### src/verilog/drzq_pkg.sv
// constants and state type for the reset, calibration and power-down block
package drzq_pkg;
    // command decode on the rising-edge half of the command/address bus
    localparam logic [3:0] CMD_MRW_CODE = 4'h0;  // ca[3:0] all low
    localparam logic [2:0] CMD_NOP_CODE = 3'h7;  // ca[2:0] all high
    localparam logic [2:0] CMD_DPD_CODE = 3'h3;  // ca0,ca1 high, ca2 low
    // mode register addresses
    localparam logic [7:0] MR_RESET_ADDR = 8'h3F;
    localparam logic [7:0] MR_CAL_ADDR = 8'h0A;
    // calibration codes written to the calibration register
    localparam logic [7:0] CAL_INIT_CODE = 8'hFF;
    localparam logic [7:0] CAL_LONG_CODE = 8'hAB;
    localparam logic [7:0] CAL_SHORT_CODE = 8'h56;
    localparam logic [7:0] CAL_RESET_CODE = 8'hC3;
    // driver accuracy in percent, reported on an output
    localparam logic [5:0] ACC_DEFAULT = 6'h1E;  // 30 percent
    localparam logic [5:0] ACC_CAL = 6'h0F;      // 15 percent
    localparam logic [5:0] ACC_STEP_X10 = 6'h0F; // short cal, 1.5 percent
    // timings in ns and derived cycle counts at 100 MHz (period 10 ns)
    localparam int CLK_NS = 10;
    localparam int T_INIT4_NS = 1000;
    localparam int T_ZQINIT_NS = 1000;
    localparam int T_ZQCL_NS = 360;
    localparam int T_ZQCS_NS = 90;
    localparam int T_ZQRESET_NS = 50;
    localparam int T_XP_NS = 75;
    localparam int T_CKE_NS = 15;
    localparam int CYC_INIT4 = (T_INIT4_NS + CLK_NS - 1) / CLK_NS;
    localparam int CYC_ZQINIT = (T_ZQINIT_NS + CLK_NS - 1) / CLK_NS;
    localparam int CYC_ZQCL = (T_ZQCL_NS + CLK_NS - 1) / CLK_NS;
    localparam int CYC_ZQCS = (T_ZQCS_NS + CLK_NS - 1) / CLK_NS;
    localparam int CYC_ZQRESET = (T_ZQRESET_NS + CLK_NS - 1) / CLK_NS;
    localparam int CYC_XP = (T_XP_NS + CLK_NS - 1) / CLK_NS;
    localparam int CYC_CKE = (T_CKE_NS + CLK_NS - 1) / CLK_NS;
    localparam int CNT_W = 8;
    // calibration kinds
    typedef enum logic [1:0] {
        CAL_INIT, CAL_LONG, CAL_SHORT, CAL_RESET
    } drzq_cal_type;
    // device states
    typedef enum logic [2:0] {
        ST_IDLE, ST_RESETTING, ST_CALIB, ST_PD_ENTRY, ST_PD,
        ST_PD_EXIT, ST_DPD
    } drzq_state_type;
endpackage : drzq_pkg

### src/verilog/drzq_top.sv
// device-side reset, calibration and power-down state handling
// Behaviour
// - mode-register reset from idle enters auto-init, defaults registers, array undefined
// - calibration starts by register write; init, reset, long, short kinds
// - calibration reset restores thirty percent default accuracy, no quiet time
// - init and long reach fifteen percent; short trims 1.5 percent
// - calibration pin tied to supply means commands ignored, defaults kept
// - calibration pin current path switched off after calibration completes
// - clock enable low with select high enters idle or active power-down
// - power-down disables buffers except clock and enable; enable held low
// - no refresh performed while in power-down
// - exit with enable high and select high; commands valid after latency
// - enable low with deep power-down code enters deep power-down
// - deep power-down discards array, disables inputs, outputs, supply
`timescale 1ns/1ns
`default_nettype none
module drzq_top (
    // clock and reset
    input wire logic mclk,
    input wire logic sys_rst,
    // command pins
    input wire logic cke,
    input wire logic cs_n,
    input wire logic [9:0] ca_rise,
    input wire logic [9:0] ca_fall,
    // board and array conditions
    input wire logic zq_tied_high,
    input wire logic banks_active,
    input wire logic access_busy,
    // status
    output logic [2:0] dev_state,
    output logic active_pd,
    output logic buffers_on,
    output logic supply_on,
    output logic refresh_allowed,
    output logic array_valid,
    output logic mr_defaults,
    output logic cal_busy,
    output logic zq_path_on,
    output logic [5:0] ron_accuracy,
    output logic [5:0] ron_residual_x10,
    output logic cmd_ready,
    output logic proto_err
);
    typedef struct packed {
        drzq_pkg::drzq_state_type st;
        logic [drzq_pkg::CNT_W-1:0] cnt;
        logic cke_prev;
        logic act_pd;
        logic arr_ok;
        logic mr_def;
        logic err;
        logic ready;
        logic cal_busy;
        logic zq_on;
        logic [5:0] acc;
        logic [5:0] res;
        logic buf_on;
        logic sup_on;
        logic ref_ok;
    } drzq_top_state_type;

    drzq_top_state_type s_r;
    drzq_top_state_type s_nxt;

    logic eng_busy;
    logic eng_done;
    logic eng_path;
    logic [5:0] eng_acc;
    logic [5:0] eng_res;
    logic cal_start;
    drzq_pkg::drzq_cal_type cal_kind;

    // no-op: select high, or select low with ca[2:0] all high
    function automatic logic is_nop(input logic csn, input logic [9:0] ca);
        is_nop = csn || (ca[2:0] == drzq_pkg::CMD_NOP_CODE);
    endfunction : is_nop

    // mode-register write: select low, ca[3:0] all low
    function automatic logic is_mrw(input logic csn, input logic [9:0] ca);
        is_mrw = !csn && (ca[3:0] == drzq_pkg::CMD_MRW_CODE);
    endfunction : is_mrw

    // register address: ca_fall[1:0] low bits, ca_rise[9:4] high bits
    logic [7:0] mr_addr;
    logic [7:0] mr_data;
    assign mr_addr = {ca_rise[9:4], ca_fall[1:0]};
    assign mr_data = ca_fall[9:2];

    drzq_cal_engine u_cal (
        .mclk(mclk),
        .sys_rst(sys_rst),
        .start(cal_start),
        .kind(cal_kind),
        .zq_absent(zq_tied_high),
        .busy(eng_busy),
        .done(eng_done),
        .zq_path_on(eng_path),
        .accuracy(eng_acc),
        .residual_x10(eng_res)
    );

    // calibration decode from a register write in idle
    always_comb begin
        cal_start = 1'b0;
        cal_kind = drzq_pkg::CAL_RESET;
        if (s_r.st == drzq_pkg::ST_IDLE && cke && s_r.cke_prev &&
            is_mrw(cs_n, ca_rise) && mr_addr == drzq_pkg::MR_CAL_ADDR &&
            !banks_active) begin
            cal_start = 1'b1;
            case (mr_data)
                drzq_pkg::CAL_INIT_CODE: cal_kind = drzq_pkg::CAL_INIT;
                drzq_pkg::CAL_LONG_CODE: cal_kind = drzq_pkg::CAL_LONG;
                drzq_pkg::CAL_SHORT_CODE: cal_kind = drzq_pkg::CAL_SHORT;
                drzq_pkg::CAL_RESET_CODE: cal_kind = drzq_pkg::CAL_RESET;
                default: cal_start = 1'b0;
            endcase
        end
    end

    // main state machine
    always_comb begin
        s_nxt = s_r;
        s_nxt.cke_prev = cke;
        s_nxt.err = 1'b0;
        s_nxt.cal_busy = eng_busy;
        s_nxt.zq_on = eng_path;
        s_nxt.acc = eng_acc;
        s_nxt.res = eng_res;
        if (s_r.cnt != '0) begin
            s_nxt.cnt = s_r.cnt - drzq_pkg::CNT_W'(1);
        end
        case (s_r.st)
            drzq_pkg::ST_IDLE: begin
                s_nxt.ready = 1'b1;
                if (!cke && s_r.cke_prev) begin
                    // register access or burst in flight forbids entry; here only flagged as an error, entry still taken
                    if (access_busy || eng_busy) begin
                        s_nxt.err = 1'b1;
                    end
                    if (cs_n) begin
                        s_nxt.st = drzq_pkg::ST_PD_ENTRY;
                        s_nxt.act_pd = banks_active;
                        s_nxt.ready = 1'b0;
                        s_nxt.cnt = drzq_pkg::CNT_W'(drzq_pkg::CYC_CKE - 1);
                    end else if (ca_rise[2:0] == drzq_pkg::CMD_DPD_CODE) begin
                        s_nxt.st = drzq_pkg::ST_DPD;
                        s_nxt.arr_ok = 1'b0;
                        s_nxt.ready = 1'b0;
                        s_nxt.cnt = drzq_pkg::CNT_W'(drzq_pkg::CYC_CKE - 1);
                    end else begin
                        s_nxt.err = 1'b1;
                    end
                end else if (cke && is_mrw(cs_n, ca_rise) &&
                    mr_addr == drzq_pkg::MR_RESET_ADDR) begin
                    if (banks_active) begin
                        s_nxt.err = 1'b1;
                    end else begin
                        s_nxt.st = drzq_pkg::ST_RESETTING;
                        s_nxt.mr_def = 1'b1;
                        s_nxt.arr_ok = 1'b0;
                        s_nxt.ready = 1'b0;
                        s_nxt.cnt = drzq_pkg::CNT_W'(drzq_pkg::CYC_INIT4);
                    end
                end else if (cal_start) begin
                    s_nxt.st = drzq_pkg::ST_CALIB;
                    s_nxt.mr_def = 1'b0;
                end else if (is_mrw(cs_n, ca_rise)) begin
                    s_nxt.mr_def = 1'b0;
                end
            end
            drzq_pkg::ST_RESETTING: begin
                if (!is_nop(cs_n, ca_rise) || !cke) begin
                    s_nxt.err = 1'b1;
                end
                if (s_r.cnt == '0) begin
                    s_nxt.st = drzq_pkg::ST_IDLE;
                end
            end
            drzq_pkg::ST_CALIB: begin
                // the reset kind needs no quiet bus, so only flag the others
                if (!is_nop(cs_n, ca_rise) && eng_path) begin
                    s_nxt.err = 1'b1;
                end
                if (eng_done || (!eng_busy && s_r.cal_busy)) begin
                    s_nxt.st = drzq_pkg::ST_IDLE;
                end else if (!eng_busy && !s_r.cal_busy) begin
                    s_nxt.st = drzq_pkg::ST_IDLE; // ignored request
                end
            end
            drzq_pkg::ST_PD_ENTRY: begin
                if (!is_nop(cs_n, ca_rise)) begin
                    s_nxt.err = 1'b1;
                end
                s_nxt.st = drzq_pkg::ST_PD;
            end
            drzq_pkg::ST_PD: begin
                if (cke) begin
                    if (s_r.cnt != '0 || !cs_n) begin
                        s_nxt.err = 1'b1;
                    end
                    s_nxt.st = drzq_pkg::ST_PD_EXIT;
                    s_nxt.cnt = drzq_pkg::CNT_W'(drzq_pkg::CYC_XP);
                end
            end
            drzq_pkg::ST_PD_EXIT: begin
                if (!is_nop(cs_n, ca_rise) || !cke) begin
                    s_nxt.err = 1'b1;
                end
                if (s_r.cnt <= drzq_pkg::CNT_W'(1)) begin
                    s_nxt.st = drzq_pkg::ST_IDLE;
                    s_nxt.act_pd = 1'b0;
                    s_nxt.ready = 1'b1;
                end
            end
            drzq_pkg::ST_DPD: begin
                // leaving needs full power-up init, modelled as auto-init
                if (cke) begin
                    s_nxt.st = drzq_pkg::ST_RESETTING;
                    s_nxt.mr_def = 1'b1;
                    s_nxt.cnt = drzq_pkg::CNT_W'(drzq_pkg::CYC_INIT4);
                end
            end
            default: s_nxt.st = drzq_pkg::ST_IDLE;
        endcase
        // levels follow the next state so the pins come from flip-flops
        s_nxt.buf_on = (s_nxt.st != drzq_pkg::ST_PD) &&
            (s_nxt.st != drzq_pkg::ST_DPD);
        s_nxt.sup_on = (s_nxt.st != drzq_pkg::ST_DPD);
        s_nxt.ref_ok = (s_nxt.st != drzq_pkg::ST_PD) &&
            (s_nxt.st != drzq_pkg::ST_DPD);
    end

    always_ff @(posedge mclk or posedge sys_rst) begin
        if (sys_rst) begin
            s_r <= '{st: drzq_pkg::ST_IDLE, cnt: '0, cke_prev: 1'b1,
                act_pd: 1'b0, arr_ok: 1'b1, mr_def: 1'b1, err: 1'b0,
                ready: 1'b0, cal_busy: 1'b0, zq_on: 1'b0,
                acc: drzq_pkg::ACC_DEFAULT, res: 6'h00,
                buf_on: 1'b1, sup_on: 1'b1, ref_ok: 1'b1};
        end else begin
            s_r <= s_nxt;
        end
    end

    // status pins, all taken from the state register
    assign dev_state = s_r.st;
    assign active_pd = s_r.act_pd;
    assign buffers_on = s_r.buf_on;
    assign supply_on = s_r.sup_on;
    assign refresh_allowed = s_r.ref_ok;
    assign array_valid = s_r.arr_ok;
    assign mr_defaults = s_r.mr_def;
    assign cal_busy = s_r.cal_busy;
    assign zq_path_on = s_r.zq_on;
    assign ron_accuracy = s_r.acc;
    assign ron_residual_x10 = s_r.res;
    assign cmd_ready = s_r.ready;
    assign proto_err = s_r.err;
endmodule : drzq_top
`default_nettype wire

### src/verilog/drzq_cal_engine.sv
// impedance calibration engine: timer and driver accuracy tracking
`timescale 1ns/1ns
`default_nettype none
module drzq_cal_engine (
    // clock and reset
    input wire logic mclk,
    input wire logic sys_rst,
    // start request
    input wire logic start,
    input wire drzq_pkg::drzq_cal_type kind,
    input wire logic zq_absent,
    // status
    output logic busy,
    output logic done,
    output logic zq_path_on,
    output logic [5:0] accuracy,
    output logic [5:0] residual_x10
);
    typedef struct packed {
        logic busy;
        logic done;
        logic path;
        drzq_pkg::drzq_cal_type kind;
        logic [drzq_pkg::CNT_W-1:0] cnt;
        logic [5:0] acc;
        logic [5:0] res;
    } drzq_cal_state_type;

    drzq_cal_state_type s_r;
    drzq_cal_state_type s_nxt;

    // period length of each calibration kind
    function automatic logic [drzq_pkg::CNT_W-1:0] cal_len(
        input drzq_pkg::drzq_cal_type k);
        case (k)
            drzq_pkg::CAL_INIT: cal_len = drzq_pkg::CNT_W'(drzq_pkg::CYC_ZQINIT);
            drzq_pkg::CAL_LONG: cal_len = drzq_pkg::CNT_W'(drzq_pkg::CYC_ZQCL);
            drzq_pkg::CAL_SHORT: cal_len = drzq_pkg::CNT_W'(drzq_pkg::CYC_ZQCS);
            default: cal_len = drzq_pkg::CNT_W'(drzq_pkg::CYC_ZQRESET);
        endcase
    endfunction : cal_len

    // one period per command; commands ignored when no resistor is fitted
    always_comb begin
        s_nxt = s_r;
        s_nxt.done = 1'b0;
        if (start && !s_r.busy && !zq_absent) begin
            s_nxt.busy = 1'b1;
            s_nxt.kind = kind;
            s_nxt.cnt = cal_len(kind);
            // the reset kind needs no resistor current
            s_nxt.path = (kind != drzq_pkg::CAL_RESET);
        end else if (s_r.busy) begin
            if (s_r.cnt <= drzq_pkg::CNT_W'(1)) begin
                s_nxt.busy = 1'b0;
                s_nxt.done = 1'b1;
                s_nxt.path = 1'b0;
                case (s_r.kind)
                    drzq_pkg::CAL_RESET: begin
                        s_nxt.acc = drzq_pkg::ACC_DEFAULT;
                        s_nxt.res = 6'h00;
                    end
                    drzq_pkg::CAL_SHORT: begin
                        // short cal trims at most 1.5 percent of error, stopping at zero
                        s_nxt.res = (s_r.res > drzq_pkg::ACC_STEP_X10) ?
                            s_r.res - drzq_pkg::ACC_STEP_X10 : 6'h00;
                    end
                    default: begin
                        s_nxt.acc = drzq_pkg::ACC_CAL;
                        s_nxt.res = 6'h00;
                    end
                endcase
            end else begin
                s_nxt.cnt = s_r.cnt - drzq_pkg::CNT_W'(1);
            end
        end
    end

    always_ff @(posedge mclk or posedge sys_rst) begin
        if (sys_rst) begin
            s_r <= '{busy: 1'b0, done: 1'b0, path: 1'b0,
                kind: drzq_pkg::CAL_RESET, cnt: '0,
                acc: drzq_pkg::ACC_DEFAULT, res: 6'h00};
        end else begin
            s_r <= s_nxt;
        end
    end

    assign busy = s_r.busy;
    assign done = s_r.done;
    assign zq_path_on = s_r.path;
    assign accuracy = s_r.acc;
    assign residual_x10 = s_r.res;
endmodule : drzq_cal_engine
`default_nettype wire

### config.mk
export PLATFORM = sky130hd
export DESIGN_NAME = drzq_top
export DESIGN_NICKNAME = d
export VERILOG_FILES = /design/src/verilog/drzq_pkg.sv /design/src/verilog/drzq_top.sv /design/src/verilog/drzq_cal_engine.sv
export SDC_FILE = /design/constraint.sdc
export NUM_CORES = 1
export LEC_CHECK = 0
export ABC_AREA = 1
export CAP_MARGIN = 20
export CORE_MARGIN = 3
export CORE_UTILIZATION = 55
export CTS_BUF_LIST = sky130_fd_sc_hd__clkbuf_4
export DETAILED_ROUTE_END_ITERATION = 7
export DONT_BUFFER_PORTS = 1
export HOLD_SLACK_MARGIN = 0.05
export PLACE_DENSITY = 0.74
export SLEW_MARGIN = 20
export SYNTH_ARGS = -nofsm -noshare
export SYNTH_HDL_FRONTEND = slang
export SYNTH_SLANG_ARGS = --single-unit
### constraint.sdc
create_clock -name mclk -period 3.7 [get_ports mclk]
set_input_delay 0.185 -clock mclk [delete_from_list [all_inputs] [get_ports mclk]]
set_output_delay 0.185 -clock mclk [all_outputs]
set_load 0.02 [all_outputs]
==> summary.md <==
| Metric | Value |
|---|---|
| Core area | 5170 sq um |
| H-tree levels | 2 |
| IO Pins | 52 |
| Crit end category | flip-flop |
| Fillers | 477 |
| Final WL | 5820 microns |
| Power Dens Cells | 545 nW/um^2 |
| Netlist Area Pre-Place | 2960 sq um |
| Seq pwr share | 47.5% |
| Leakage | 0.00153 uW |
| Crit-path max FO | 14 |
| Antenna-violating nets left | 0 |
| Commonest non-fill, non-tap cell in the layout | nand2_1 |
| Rows | 26 |
| Final period util | 59.4% |
| Rel. slew slack | 44.2% |
| Max Cap Violations | 0 |
| DP Wirelength | 4380 microns |
| Initial core utilization | 57.3% |
| Post-layout util | 58.2% |
| Internal power | 924 uW |
| Resized cells post-CTS | 0 |
| Cell taking the most area after synthesis | dfrtp_1 |
| Worst EP required | 3.96 ns |
| Ant. Diodes | 0 |
| Ratio of cells with drive above 1 in the final layout | 10.3% |
| CP Launch Type | flip-flop |
| Synth warnings | 0 |
| Clock tree buffer depth | 2 |
| CTS Sinks | 50 |
| Worst skew pair latency | 0.38 ns |
| Mean post-synth cell area | 7.71 sq um |
| Area grow syn2layout | 1.69% |
| DR iter-0 viols | 113 |
| Final Hold Slack | 0.0821 ns |
| Final RePlAce weighted congestion | 0.895 |
| Final Total Pwr | 1640 uW |
| Routed wire per std cell | 13.0 microns |
| Final Setup Violations | 0 |
| Prevailing post-synth register cell | dfrtp_1 |
| Minimum clock period | 2.20 ns |
| Via count | 2,380 |
| TritonRoute pass-1 iters | 5 |
| Initial antenna violation count | 0 |
| Final hold violations | 0 |
| Clock power frac | 16.9% |
| Chip height | 79.4 microns |
| Number of synthesized flops with an enable pin | 0 |
| Setup TNS | 0 ns |
| DIE AREA | 6300 sq um |
| # nets final | 410 |
| Slew @ Worst Pin | 0.836 ns |
| Maximum clock rate | 0.455 GHz |
| RSZ-0062 raised after global routing | false |
| Synth unique cells | 43 |
| Root Buffer | clkbuf_4 |
| Worst hold path type | in -> reg |
| Status | finished, final reports clean |
| Ys async rst share | 100% |
| Vias in the first global route | 2,166 |
| Vias per inst | 5.30 |
| Net Sw Frac | 43.8% |
| DRC viols | 0 |
| Synth top area share | 34.6% |
| Setup Skew | 0.0152 ns |
| Clock slew at reported path FFs | 0.16 ns |
| Comb pwr share | 35.6% |
| Peak VDD IR | 0.322 mV |
| Largest net degree at the start of global routing | 51 |
| Psw | 718 uW |
| Most frequent cells in the layout | 77 x nand2_1, 54 x nor2_1, 53 x inv_1 |
| First-pass GRT wire length | 9850 microns |
| Post-synthesis instance total | 384 |
| Final Max Slew Viols | 0 |
| Tot GR Track Use | 19.6% |
| Synth Register Bits | 50 |
| Num CTS Buffers | 5 |
| Overflow after GRT | 0 |
| CTS tree | yes |
| Top cells by area, synth | dfrtp_1 35%, nand2_1 9.8%, dfstp_2 8.0% |
| # port buffers | 0 |
| Critical Path AT | 2.45 ns |
| Worst Setup Path Type | reg -> reg |
| Register area share after synthesis | 42.6% |
| DIE WIDTH | 79.4 microns |
==> logic make-up (layout without fill, tap and decap cells) <==
kind of cell | after synthesis | count (layout) | synth area share (%)
buf+inv | 77 | 70 | 12.9
flops | 50 | 50 | 42.6
other cells | 2 | 4 | 0.254
compound gates | 65 | 65 | 12.7
simple gates | 179 | 179 | 27.6
fa+ha+maj | 5 | 5 | 2.11
xor+xnor | 6 | 6 | 1.77
==> power by group through the flow <==
stage / clock (uW) / sequential (uW) / combinational [uW]
after floorplan: 0 / 727 / 544
after global placement: 0 / 791 / 559
after detailed placement: 0 / 791 / 570
after CTS: 288 / 781 / 578
after global routing: 309 / 793 / 674
final: 277 / 781 / 584
==> final cells by class <==
cell class	instances	area (sq um)	share of cell area, %
Multi-Input combinational cell	259	1320	44.0
Clock buffer	5	37.5	1.25
Inverter	57	221	7.35
Timing Repair Buffer	5	50.0	1.66
Clock inverter	3	28.8	0.956
Sequential cell	50	1260	41.9
Tap cell	70	87.6	2.91
==> final timing paths <==
| path | from | to | slack (ns) | depth (start not counted) |
|---|---|---|---|---|
| setup / recovery | u_cal.s_r[12] | u_cal.residual_x10[5] | 1.50 | 7 |
| hold / removal | ca_fall[2] | u_cal.s_r[15] | 0.08 | 5 |
| setup reg to reg | u_cal.s_r[12] | u_cal.residual_x10[5] | 1.50 | 7 |
| hold reg to reg | u_cal.accuracy[4] | ron_accuracy[4] | 0.37 | 0 |
| max in group asynchronous | sys_rst | s_r[25] | 2.81 | 2 |
| min in group asynchronous | sys_rst | ron_accuracy[0] | 0.37 | 2 |
==> per-stage QoR <==
| stage | instance area, sq um | worst slack (ns) | instances |
|---|---|---|---|
| final | 3010 | 1.50 | 449 |
| after floorplan | 2970 | 2.13 | 386 |
| after global placement | 2890 | 1.61 | 436 |
| after CTS | 3010 | 1.52 | 449 |
| after detailed placement | 2890 | 1.53 | 436 |
| after global routing | 3010 | 1.21 | 449 |
==> routing by layer <==
metal / up-vias / track usage [%] / wire (microns)
li1: 1188 / - / -
met2: 106 / 30.7 / 2620
met4: 0 / 4.98 / 83
met5: - / 0 / 0
met3: 11 / 4.40 / 493
met1: 1075 / 27.5 / 2620
==> timing repair <==
action                    CTS  global route
setup buffers               0             0
hold endpoints to repair   47             0
hold buffers                5             0
==> flip-flops by register name, indices dropped and copies added (netlist names), 2 cells and up <==
| name | count |
|---|---|
| u_cal.residual_x10 | 6 |
| ron_accuracy | 2 |
| u_cal.s_r | 10 |
| u_cal.accuracy | 2 |
| dev_state | 3 |
| s_r | 9 |
| ron_residual_x10 | 6 |
==> worst max-delay path: stages, from the launching register on <==
cell       delay [ns]
dfrtp_1          0.41
inv_1            0.18
ha_1             0.27
o2111ai_1        0.19
nor2_1           0.57
inv_1            0.20
o21ai_0          0.20
a31oi_1          0.06
==> cells in the mapped netlist, drive strengths merged (3+ instances only) <==
| library cell | n |
|---|---|
| ha | 5 |
| nand3 | 23 |
| or2 | 3 |
| xnor2 | 3 |
| nor2 | 62 |
| dfstp | 9 |
| o22ai | 4 |
| nand2 | 79 |
| inv | 55 |
| xor2 | 3 |
| a21oi | 20 |
| o21ai | 28 |
| dfrtp | 41 |
| nor3 | 5 |
| nand4 | 5 |
| buf | 19 |
(Power assumes the default switching activity.)
